<file path="config.mk">
export PLATFORM = sky130hd
export DESIGN_NAME = ssd_data_regs
export DESIGN_NICKNAME = d
export VERILOG_FILES = /design/src/logic/ssd_pkg.sv /design/src/logic/ssd_data_regs.sv /design/src/logic/ssd_fifo.sv /design/src/logic/ssd_buf2.sv
export SDC_FILE = /design/constraint.sdc
export NUM_CORES = 1
export LEC_CHECK = 0
export BUFFER_PORTS_ARGS = -buffer_cell sky130_fd_sc_hd__buf_2
export CAP_MARGIN = 20
export CORE_MARGIN = 2
export CORE_UTILIZATION = 35
export DETAILED_ROUTE_END_ITERATION = 16
export PLACE_DENSITY = 0.54
export SYNTH_ARGS = -nofsm -noshare
export SYNTH_HDL_FRONTEND = slang
export SYNTH_SLANG_ARGS = --single-unit
</file>
<file path="constraint.sdc">
create_clock -name sys_clk -period 4.27 [get_ports sys_clk]
set_clock_uncertainty 0.1 [all_clocks]
set_input_delay 0 -clock sys_clk [delete_from_list [all_inputs] [get_ports sys_clk]]
set_output_delay 0 -clock sys_clk [all_outputs]
set_load 0.01 [all_outputs]
</file>
<file path="src/logic/ssd_pkg.sv">
// shared constants for the serial port data register path
package ssd_pkg;
    // bus and data widths
    localparam int APB_AW     = 8;
    localparam int DATA_W     = 16;
    localparam int BYTE_W     = 8;
    localparam int FIFO_DEPTH = 8;
    localparam int FIFO_AW    = 3;
    // register byte offsets
    localparam logic [7:0] REG_RX_DATA = 8'h00;
    localparam logic [7:0] REG_TX_DATA = 8'h04;
    localparam logic [7:0] REG_CSR_ONE = 8'h08;
    localparam logic [7:0] REG_CSR_TWO = 8'h0C;
    localparam logic [7:0] REG_CLK_DIV = 8'h10;
    localparam logic [7:0] REG_DMA_CTL = 8'h14;
    localparam logic [7:0] REG_PATH    = 8'h18;
    // reset values
    localparam logic [15:0] RX_RESET   = 16'h0000;
    localparam logic [15:0] CSR1_RESET = 16'h0000;
    localparam logic [15:0] CSR2_RESET = 16'h0000;
    localparam logic [15:0] CLK_RESET  = 16'h0006;
    localparam logic [15:0] DMA_RESET  = 16'h0000;
    // writable bit masks, reserved bits read as zero
    localparam logic [15:0] CSR1_WMASK = 16'hFF1F;
    localparam logic [15:0] CSR2_WMASK = 16'hFC00;
    localparam logic [15:0] CLK_WMASK  = 16'h00FF;
    localparam logic [15:0] DMA_WMASK  = 16'h00FF;
    // word length field in control_status_one
    localparam int         LEN_LSB  = 10;
    localparam int         LEN_W    = 2;
    localparam logic [1:0] LEN_8BIT = 2'h0;
    // status and command bits in control_status_two
    localparam int BIT_TFNE  = 9;
    localparam int BIT_TFF   = 8;
    localparam int BIT_TEMP  = 6;
    localparam int BIT_ROFL  = 5;
    localparam int BIT_RFF   = 4;
    localparam int BIT_RFNE  = 3;
    localparam int BIT_DFIFO = 0;
    // fifo enable bit in the path register
    localparam int BIT_FIFO_EN = 0;
    // bus slave states, one-hot
    typedef enum logic [1:0] {
        SSD_IDLE = 2'b01,
        SSD_ACK  = 2'b10
    } ssd_state_t;
endpackage

</file>
<file path="src/logic/ssd_data_regs.sv">
// serial port data register path with apb register file
// Function
// fifo on: written transmit word goes into the transmit fifo
// fifo off: transmit register goes straight toward the shift register
// 8-bit mode sends upper byte only, bit 8 is the lsb
// transmit data left justified, bit 15 msb; 16-bit mode sends all bits
// fifo off: received word goes straight into receive data register
// fifo on: received word is pushed into the receive fifo
// 16-bit mode shows all sixteen received bits
// 8-bit mode copies received byte into both halves of receive data
// six 16-bit registers decoded four bytes apart, receive 00h, transmit 04h; code also decodes a seventh, the path register at 18h
// word length field of control_status_one picks 16-bit or 8-bit words
//
// Register access over APB was chosen for this implementation.
`timescale 1ns/100ps
module ssd_data_regs (
    input  wire logic        sys_clk,        // 200 MHz clock
    input  wire logic        rst,            // sync reset, active high
    input  wire logic        ce,             // clock enable, freezes state
    input  wire logic        psel,           // apb select
    input  wire logic        penable,        // apb access phase
    input  wire logic        pwrite,         // apb direction
    input  wire logic [7:0]  paddr,          // apb byte address
    input  wire logic [31:0] pwdata,         // apb write data
    output logic      [31:0] prdata,         // apb read data
    output logic             pready,         // apb transfer done
    output logic             pslverr,        // apb unmapped address
    output logic      [15:0] tx_word,        // word to shift register
    output logic             tx_valid,       // tx_word valid
    input  wire logic        tx_ready,       // shift register takes word
    input  wire logic [15:0] rx_word,        // word from shift register
    input  wire logic        rx_valid,       // rx_word valid
    output logic             rx_ready,       // space for a received word
    output logic      [15:0] ctrl_one,       // control_status_one contents
    output logic      [15:0] clk_divider,    // serial_clock_divider contents
    output logic      [15:0] dma_control     // dma_interface_control contents
);
    ssd_pkg::ssd_state_t state;
    logic [15:0] receive_data;
    logic [15:0] csr_two_cfg;
    logic        fifo_enable;
    logic        rx_overflow;
    logic [15:0] tx_hold;
    logic        tx_hold_v;
    logic        word_is_8bit;
    logic        access;
    logic        hit_rx;
    logic        hit_tx;
    logic        hit_csr1;
    logic        hit_csr2;
    logic        hit_clk;
    logic        hit_dma;
    logic        hit_path;
    logic        mapped;
    logic        tx_space;
    logic        go;
    logic        do_write;
    logic        do_read;
    logic        flush;
    logic [15:0] tx_fmt;
    logic [15:0] next_rdata;
    logic [15:0] csr_two_view;
    // transmit fifo and buffer wiring
    logic [15:0] txf_head;
    logic        txf_full;
    logic        txf_empty;
    logic        txf_push;
    logic        txf_pop;
    logic [15:0] txb_in;
    logic        txb_in_valid;
    logic        txb_in_ready;
    logic        tx_take;
    // receive fifo and buffer wiring
    logic [15:0] rxb_word;
    logic        rxb_valid;
    logic        rxb_ready;
    logic [15:0] rx_fmt;
    logic [15:0] rxf_head;
    logic        rxf_full;
    logic        rxf_empty;
    logic        rxf_push;
    logic        rxf_pop;
    logic        rx_arrive;

    // word size select from the length field
    assign word_is_8bit = (ctrl_one[ssd_pkg::LEN_LSB +: ssd_pkg::LEN_W]
                           == ssd_pkg::LEN_8BIT);

    // address decode, one aligned word per register
    assign hit_rx   = (paddr == ssd_pkg::REG_RX_DATA);
    assign hit_tx   = (paddr == ssd_pkg::REG_TX_DATA);
    assign hit_csr1 = (paddr == ssd_pkg::REG_CSR_ONE);
    assign hit_csr2 = (paddr == ssd_pkg::REG_CSR_TWO);
    assign hit_clk  = (paddr == ssd_pkg::REG_CLK_DIV);
    assign hit_dma  = (paddr == ssd_pkg::REG_DMA_CTL);
    assign hit_path = (paddr == ssd_pkg::REG_PATH);
    assign mapped   = hit_rx || hit_tx || hit_csr1 || hit_csr2
                      || hit_clk || hit_dma || hit_path;

    // transfer control: a transmit write waits for a free slot
    assign access   = psel && penable && (state == ssd_pkg::SSD_IDLE);
    assign tx_space = fifo_enable ? !txf_full : !tx_hold_v;
    assign go       = access && !(pwrite && hit_tx && !tx_space);
    assign do_write = go && pwrite && mapped;
    assign do_read  = go && !pwrite && mapped;
    assign flush    = do_write && hit_csr2 && pwdata[ssd_pkg::BIT_DFIFO];

    // left-justified transmit word, low byte dropped in 8-bit mode
    assign tx_fmt = word_is_8bit ?
                    {pwdata[15:8], ssd_pkg::BYTE_W'(0)} :
                    pwdata[15:0];

    // received word, byte copied to both halves in 8-bit mode
    assign rx_fmt = word_is_8bit ?
                    {rxb_word[7:0], rxb_word[7:0]} :
                    rxb_word;

    // live status view of control_status_two
    always_comb begin
        csr_two_view = csr_two_cfg & ssd_pkg::CSR2_WMASK;
        csr_two_view[ssd_pkg::BIT_TFNE] = !txf_full;
        csr_two_view[ssd_pkg::BIT_TFF]  = txf_full;
        csr_two_view[ssd_pkg::BIT_TEMP] = txf_empty;
        csr_two_view[ssd_pkg::BIT_ROFL] = rx_overflow;
        csr_two_view[ssd_pkg::BIT_RFF]  = rxf_full;
        csr_two_view[ssd_pkg::BIT_RFNE] = !rxf_empty;
    end

    // read data mux, receive read returns fifo head when fifo is on and not empty
    always_comb begin
        next_rdata = 16'h0000;
        case (1'b1)
            hit_rx: begin
                if (fifo_enable && !rxf_empty) begin
                    next_rdata = rxf_head;
                end else begin
                    next_rdata = receive_data;
                end
            end
            hit_csr1: next_rdata = ctrl_one;
            hit_csr2: next_rdata = csr_two_view;
            hit_clk:  next_rdata = clk_divider;
            hit_dma:  next_rdata = dma_control;
            hit_path: next_rdata = {15'h0000, fifo_enable};
            default:  next_rdata = 16'h0000;
        endcase
    end

    // apb slave handshake, answer one cycle into the access phase
    always_ff @(posedge sys_clk) begin
        if (rst) begin
            state   <= ssd_pkg::SSD_IDLE;
            pready  <= 1'b0;
            pslverr <= 1'b0;
            prdata  <= 32'h0000_0000;
        end else if (ce) begin
            case (state)
                ssd_pkg::SSD_IDLE: begin
                    if (go) begin
                        state   <= ssd_pkg::SSD_ACK;
                        pready  <= 1'b1;
                        pslverr <= !mapped;
                        prdata  <= do_read ? {16'h0000, next_rdata} : 32'h0000_0000;
                    end
                end
                ssd_pkg::SSD_ACK: begin
                    state   <= ssd_pkg::SSD_IDLE;
                    pready  <= 1'b0;
                    pslverr <= 1'b0;
                end
                default: begin
                    state  <= ssd_pkg::SSD_IDLE;
                    pready <= 1'b0;
                end
            endcase
        end
    end

    // configuration registers
    always_ff @(posedge sys_clk) begin
        if (rst) begin
            ctrl_one    <= ssd_pkg::CSR1_RESET;
            csr_two_cfg <= ssd_pkg::CSR2_RESET;
            clk_divider <= ssd_pkg::CLK_RESET;
            dma_control <= ssd_pkg::DMA_RESET;
            fifo_enable <= 1'b0;
        end else if (ce && do_write) begin
            if (hit_csr1) begin
                ctrl_one <= pwdata[15:0] & ssd_pkg::CSR1_WMASK;
            end
            if (hit_csr2) begin
                csr_two_cfg <= pwdata[15:0] & ssd_pkg::CSR2_WMASK;
            end
            if (hit_clk) begin
                clk_divider <= pwdata[15:0] & ssd_pkg::CLK_WMASK;
            end
            if (hit_dma) begin
                dma_control <= pwdata[15:0] & ssd_pkg::DMA_WMASK;
            end
            if (hit_path) begin
                fifo_enable <= pwdata[ssd_pkg::BIT_FIFO_EN];
            end
        end
    end

    // transmit routing: fifo when enabled, else direct holding slot
    assign txf_push     = do_write && hit_tx && fifo_enable;
    assign txb_in       = fifo_enable ? txf_head : tx_hold;
    assign txb_in_valid = fifo_enable ? !txf_empty : tx_hold_v;
    assign tx_take      = txb_in_valid && txb_in_ready;
    assign txf_pop      = tx_take && fifo_enable;

    // direct transmit slot, loaded by a write, freed toward the shifter
    always_ff @(posedge sys_clk) begin
        if (rst) begin
            tx_hold   <= 16'h0000;
            tx_hold_v <= 1'b0;
        end else if (ce) begin
            if (do_write && hit_tx && !fifo_enable) begin
                tx_hold   <= tx_fmt;
                tx_hold_v <= 1'b1;
            end else if (tx_take && !fifo_enable) begin
                tx_hold_v <= 1'b0;
            end
        end
    end

    ssd_fifo #(
        .W     (ssd_pkg::DATA_W),
        .DEPTH (ssd_pkg::FIFO_DEPTH),
        .AW    (ssd_pkg::FIFO_AW)
    ) u_tx_fifo (
        .sys_clk (sys_clk),
        .rst     (rst),
        .ce      (ce),
        .flush   (flush),
        .push    (txf_push),
        .wdata   (tx_fmt),
        .pop     (txf_pop),
        .rdata   (txf_head),
        .full    (txf_full),
        .empty   (txf_empty)
    );

    ssd_buf2 #(
        .W (ssd_pkg::DATA_W)
    ) u_tx_buf (
        .sys_clk   (sys_clk),
        .rst       (rst),
        .ce        (ce),
        .in_data   (txb_in),
        .in_valid  (txb_in_valid),
        .in_ready  (txb_in_ready),
        .out_data  (tx_word),
        .out_valid (tx_valid),
        .out_ready (tx_ready)
    );

    // receive side: buffer absorbs stalls while the fifo is full
    ssd_buf2 #(
        .W (ssd_pkg::DATA_W)
    ) u_rx_buf (
        .sys_clk   (sys_clk),
        .rst       (rst),
        .ce        (ce),
        .in_data   (rx_word),
        .in_valid  (rx_valid),
        .in_ready  (rx_ready),
        .out_data  (rxb_word),
        .out_valid (rxb_valid),
        .out_ready (rxb_ready)
    );

    assign rxb_ready = fifo_enable ? !rxf_full : 1'b1;
    assign rx_arrive = rxb_valid && rxb_ready;
    assign rxf_push  = rx_arrive && fifo_enable;
    assign rxf_pop   = do_read && hit_rx && fifo_enable && !rxf_empty;

    ssd_fifo #(
        .W     (ssd_pkg::DATA_W),
        .DEPTH (ssd_pkg::FIFO_DEPTH),
        .AW    (ssd_pkg::FIFO_AW)
    ) u_rx_fifo (
        .sys_clk (sys_clk),
        .rst     (rst),
        .ce      (ce),
        .flush   (flush),
        .push    (rxf_push),
        .wdata   (rx_fmt),
        .pop     (rxf_pop),
        .rdata   (rxf_head),
        .full    (rxf_full),
        .empty   (rxf_empty)
    );

    // receive data register: direct load, or last word popped from fifo
    always_ff @(posedge sys_clk) begin
        if (rst) begin
            receive_data <= ssd_pkg::RX_RESET;
        end else if (ce) begin
            if (rx_arrive && !fifo_enable) begin
                receive_data <= rx_fmt;
            end else if (rxf_pop) begin
                receive_data <= rxf_head;
            end
        end
    end

    // overflow: a word offered while no space, set wins over clear
    always_ff @(posedge sys_clk) begin
        if (rst) begin
            rx_overflow <= 1'b0;
        end else if (ce) begin
            if (rx_valid && !rx_ready) begin
                rx_overflow <= 1'b1;
            end else if (do_write && hit_csr2 && pwdata[ssd_pkg::BIT_ROFL]) begin
                rx_overflow <= 1'b0;
            end
        end
    end
endmodule

</file>
<file path="src/logic/ssd_fifo.sv">
// small synchronous fifo with flush, used for transmit and receive
`timescale 1ns/100ps
module ssd_fifo #(
    parameter int W     = 16,
    parameter int DEPTH = 8,
    parameter int AW    = 3
) (
    input  wire logic          sys_clk,  // clock
    input  wire logic          rst,      // sync reset
    input  wire logic          ce,       // clock enable
    input  wire logic          flush,    // drop all entries
    input  wire logic          push,     // write one word
    input  wire logic [W-1:0]  wdata,    // word written
    input  wire logic          pop,      // remove head word
    output logic      [W-1:0]  rdata,    // head word
    output logic               full,     // no space left
    output logic               empty     // nothing stored
);
    logic [W-1:0] mem [DEPTH];
    logic [AW-1:0] wr_ptr;
    logic [AW-1:0] rd_ptr;
    logic [AW:0]   count;

    // flags and head word
    assign full  = (count == (AW+1)'(DEPTH));
    assign empty = (count == '0);
    assign rdata = mem[rd_ptr];

    // storage array
    always_ff @(posedge sys_clk) begin
        if (ce && push && !full) begin
            mem[wr_ptr] <= wdata;
        end
    end

    // pointers and occupancy
    always_ff @(posedge sys_clk) begin
        if (rst || (ce && flush)) begin
            wr_ptr <= '0;
            rd_ptr <= '0;
            count  <= '0;
        end else if (ce) begin
            if (push && !full) begin
                wr_ptr <= wr_ptr + 1'b1;
            end
            if (pop && !empty) begin
                rd_ptr <= rd_ptr + 1'b1;
            end
            count <= count + (AW+1)'(push && !full) - (AW+1)'(pop && !empty);
        end
    end
endmodule

</file>
<file path="src/logic/ssd_buf2.sv">
// two-entry buffer with valid and ready on both sides
`timescale 1ns/100ps
module ssd_buf2 #(
    parameter int W = 16
) (
    input  wire logic         sys_clk,    // clock
    input  wire logic         rst,        // sync reset
    input  wire logic         ce,         // clock enable
    input  wire logic [W-1:0] in_data,    // word offered
    input  wire logic         in_valid,   // word offered valid
    output logic              in_ready,   // space for a word
    output logic      [W-1:0] out_data,   // head word
    output logic              out_valid,  // head word valid
    input  wire logic         out_ready   // drain side accepts
);
    logic [W-1:0] second;
    logic         second_v;
    logic         push;
    logic         pop;

    assign push     = in_valid && !second_v;
    assign pop      = out_valid && out_ready;

    // entry shuffle: head, then second slot
    always_ff @(posedge sys_clk) begin
        if (rst) begin
            out_data  <= '0;
            out_valid <= 1'b0;
            second    <= '0;
            second_v  <= 1'b0;
            in_ready  <= 1'b1;
        end else if (ce) begin
            if (pop) begin
                if (second_v) begin
                    out_data <= second;
                    if (push) begin
                        second <= in_data;
                    end else begin
                        second_v <= 1'b0;
                        in_ready <= 1'b1;
                    end
                end else if (push) begin
                    out_data <= in_data;
                end else begin
                    out_valid <= 1'b0;
                end
            end else if (push) begin
                if (!out_valid) begin
                    out_data  <= in_data;
                    out_valid <= 1'b1;
                end else begin
                    second   <= in_data;
                    second_v <= 1'b1;
                    in_ready <= 1'b0;
                end
            end
        end
    end
endmodule

</file>
==> impl_metrics.tcl <==
set metrics [dict create \
    sw_frac_of_total_pct 21.57 \
    finalHoldViolations 0 \
    cts_hold_repair.buffers 76 \
    detail-route-antenna-nets 0 \
    track_usage_pct 18.32 \
    cts_tree "yes" \
    maxCapViolations 0 \
    fin_area_um2 21680 \
    rsz0062_at_grt "no" \
    cts_buffers 45 \
    slew_headroom_pct 29.13 \
    seq_area_frac_synth_pct 62.56 \
    peakVddDrop_mv 0.3428 \
    io_buffers 112 \
    syn_area_um2 18210 \
    antenna_found_initial 0 \
    nFillCells 4799 \
    synth-simple-area-share_pct 10.38 \
    finalCritPeriodShare_pct 77.46 \
    clk_transition_reported_paths_ns 0.07 \
    start_kind "register" \
    clk_path_buf_depth 3 \
    grt_start_max_net_pins 63 \
    rows 83 \
    p_int_w 0.006805 \
    grt_overflow_total 0 \
    die_x_um 232.1 \
    drive_above_1_share_pct 19.30 \
    drc 0 \
    register_area_um2 11390 \
    synth_top_family_by_area "multiplexers" \
    synth_cells 1440 \
    htreeDepth 2 \
    combPwrFrac_pct 3.5 \
    fmaxAchievable_mhz 302.3 \
    switchingPower_w 0.001871 \
    finalNetCount 1703 \
    synth_mux_area_share_pct 11.59 \
    place_congestion 0.7892 \
    p_leak_nw 7.461 \
    synth-compound-area-share_pct 9.469 \
    post_cts_buffers 0 \
    required_ns 4.67 \
    grt_pass1_vias 12010 \
    critPathKind "reg -> reg" \
    status "finished clean" \
    io_pins 164 \
    seqPwrFrac_pct 52.3 \
    hp-class "in -> reg" \
    syn_area_per_cell_um2 12.64 \
    ys_async_sr_fraction_pct 0 \
    syn2layout_area_growth_pct 19.08 \
    wl_per_cell_um 21.14 \
    cts.sinks 441 \
    maxSlewViolCount 0 \
    ys_warn_count 0 \
    period_needed_ns 3.307 \
    wl_mm 49.43 \
    multi_input_area_um2 6225 \
    ys_ff_latch 441 \
    hold_slack_ns 0.1208 \
    cts_root_buffer "clkbuf_16" \
    fp.dieArea_um2 53860 \
    setup_tns_ns 0 \
    diodes 0 \
    synth_edf_count 256 \
    end_kind "register" \
    synthFlopType "edfxtp_1" \
    grt_pass1_wl_mm 74.55 \
    cts_resized 0 \
    via_count 11950 \
    synth_cell_types 64 \
    clkLatencyLatePin_ns 0.56 \
    core_um2 51410 \
    synthAdderAreaFrac_pct 1.319 \
    worstPathMaxFanout 16 \
    die_y_um 232.1 \
    clock_power_share_pct 44.2 \
    pwr_density_cell_nw_per_um2 400.2 \
    drt_iter0_drc 760 \
    synth-xor-area-share_pct 0.4329 \
    critPathArrivalTime_ns 3.70 \
    placed_area_um2 19410 \
    first_pass_iters 5 \
    routed_via_density 5.112 \
    hpwl_mm 32.25 \
    setup_viol 0 \
    initial_core_util_pct 35.42 \
    tightest_slew_ns 1.062 \
]
## stage by stage
step | std cells | setup slack (ns) | total power, W | util (%)
finish | 2338 | 0.9625 | 0.008676 | 42.18
global route | 2338 | 0.7297 | 0.008953 | 42.18
CTS | 2334 | 0.4542 | 0.008769 | 42.03
detailed placement | 2174 | 1.123 | 0.004895 | 37.76
global placement | 2172 | 1.131 | 0.004888 | 37.72
floorplan | 1474 | 0.8848 | 0.004799 | -
## cells by family (layout without fill, tap and decap cells)
| family | after synthesis | in the layout |
|---|---|---|
| xor+xnor | 9 | 9 |
| flops | 441 | 441 |
| buf+inv | 160 | 344 |
| other cells | 1 | 35 |
| compound gates | 274 | 274 |
| simple gates | 408 | 408 |
| fa+ha+maj | 18 | 18 |
| mux | 129 | 129 |
## layout make-up
| class | count | area share [%] |
|---|---|---|
| sequential | 441 | 52.55 |
| multi-input combinational | 873 | 28.71 |
| timing repair buffer | 223 | 7.577 |
| clock buffer | 61 | 5.805 |
| tap | 680 | 3.924 |
| clock inverter | 23 | 0.7906 |
| inverter | 37 | 0.6405 |
## worst paths after layout
path                       from                 end  slack [ns]  cells after the start
max          u_rx_fifo.count[2]  u_rx_buf.second[8]        0.96                     10
max reg2reg  u_rx_fifo.count[2]  u_rx_buf.second[8]        0.96                     10
min reg2reg          tx_hold[2]          tx_hold[2]        0.35                      2
min                    paddr[1]         fifo_enable        0.12                      6
## Yosys cell counts, types with 4 or more instances
library cell / number / area share (%)
buf_1: 8 / 0.16
o2bb2ai_1: 8 / 0.38
dfxtp_1: 185 / 20
clkbuf_1: 58 / 1.2
a21oi_1: 130 / 3.6
o221ai_1: 9 / 0.43
ha_1: 16 / 1.1
mux4_2: 64 / 7.9
nor3_1: 39 / 1.1
nand3_1: 21 / 0.58
mux2_2: 15 / 0.93
a211oi_1: 29 / 1.2
nor2_1: 106 / 2.2
buf_2: 20 / 0.55
edfxtp_1: 256 / 42
a311oi_1: 9 / 0.43
or2_2: 4 / 0.14
o21ai_0: 26 / 0.71
a221oi_1: 5 / 0.24
xor2_1: 5 / 0.24
buf_4: 36 / 1.5
o22ai_1: 19 / 0.65
nand2b_1: 11 / 0.38
or3_1: 4 / 0.14
mux2i_1: 50 / 2.7
xnor2_1: 4 / 0.19
nand2_1: 170 / 3.5
inv_1: 37 / 0.76
a22o_1: 24 / 1.2
nor2b_1: 16 / 0.55
## critical path, cell delays in order, from the launching register on
cell	delay (ns)
dfxtp_1	0.31
inv_1	0.10
ha_1	0.17
nor3b_2	0.48
nand3_1	0.24
nor3_2	0.29
buf_6	0.22
nand2_1	0.07
dlygate4sd3_1	0.56
a21oi_1	0.13
dlygate4sd3_1	0.58
## state kept, by name, summed over array words and instances (netlist names), 13 cells and up, named ones only
signal and count:
ctrl_one 13, prdata 16, receive_data 16, tx_hold 16, u_rx_buf.out_data 16, u_rx_buf.second 16, u_rx_fifo.mem 128, u_tx_buf.out_data 16
u_tx_buf.second 16, u_tx_fifo.mem 128
## per-layer routing
metal  up-vias  track usage (%)  wire, µm
met5         -                0         0
met4         0            5.288      1323
met3        86            2.750      2037
met2       248            32.05     25140
met1      5987            23.48     20920
li1       5631                -         -
## power by group through the flow
stage	sequential (W)	clock, W	combinational [W]
after detailed placement	0.00463	0	0.000264
after floorplan	0.00462	0	0.000182
after global routing	0.00454	0.00408	0.000331
after global placement	0.00463	0	0.000259
final	0.00454	0.00384	0.000300
after CTS	0.00454	0.00393	0.000297
## placed cells by master (no fill, tap or decap), types with 4 or more instances in the layout
cell type,netlist,layout
ha_1,16,16
clkinv_1,0,9
mux4_2,64,64
a211oi_1,29,28
nor2_1,106,106
clkbuf_1,58,11
buf_2,20,111
inv_1,37,37
or2_2,4,4
nand3_1,21,21
o221ai_1,9,9
nor3_1,39,33
dfxtp_1,185,182
or3_1,4,4
mux2i_1,50,50
clkinv_2,0,6
a221oi_1,5,5
a21oi_1,130,130
conb_1,1,35
buf_4,36,31
o21ai_0,26,26
mux2_2,15,15
o2bb2ai_1,8,8
xnor2_1,4,4
dlygate4sd3_1,0,76
o22ai_1,19,19
nor3_2,3,9
clkbuf_16,0,48
nand2_1,170,170
nor2b_1,16,16
nand2b_1,11,11
a311oi_1,9,9
edfxtp_1,256,256
xor2_1,5,5
a22o_1,24,24
clkinvlp_4,0,4
No activity file was read; power rests on OpenSTA's default activity.
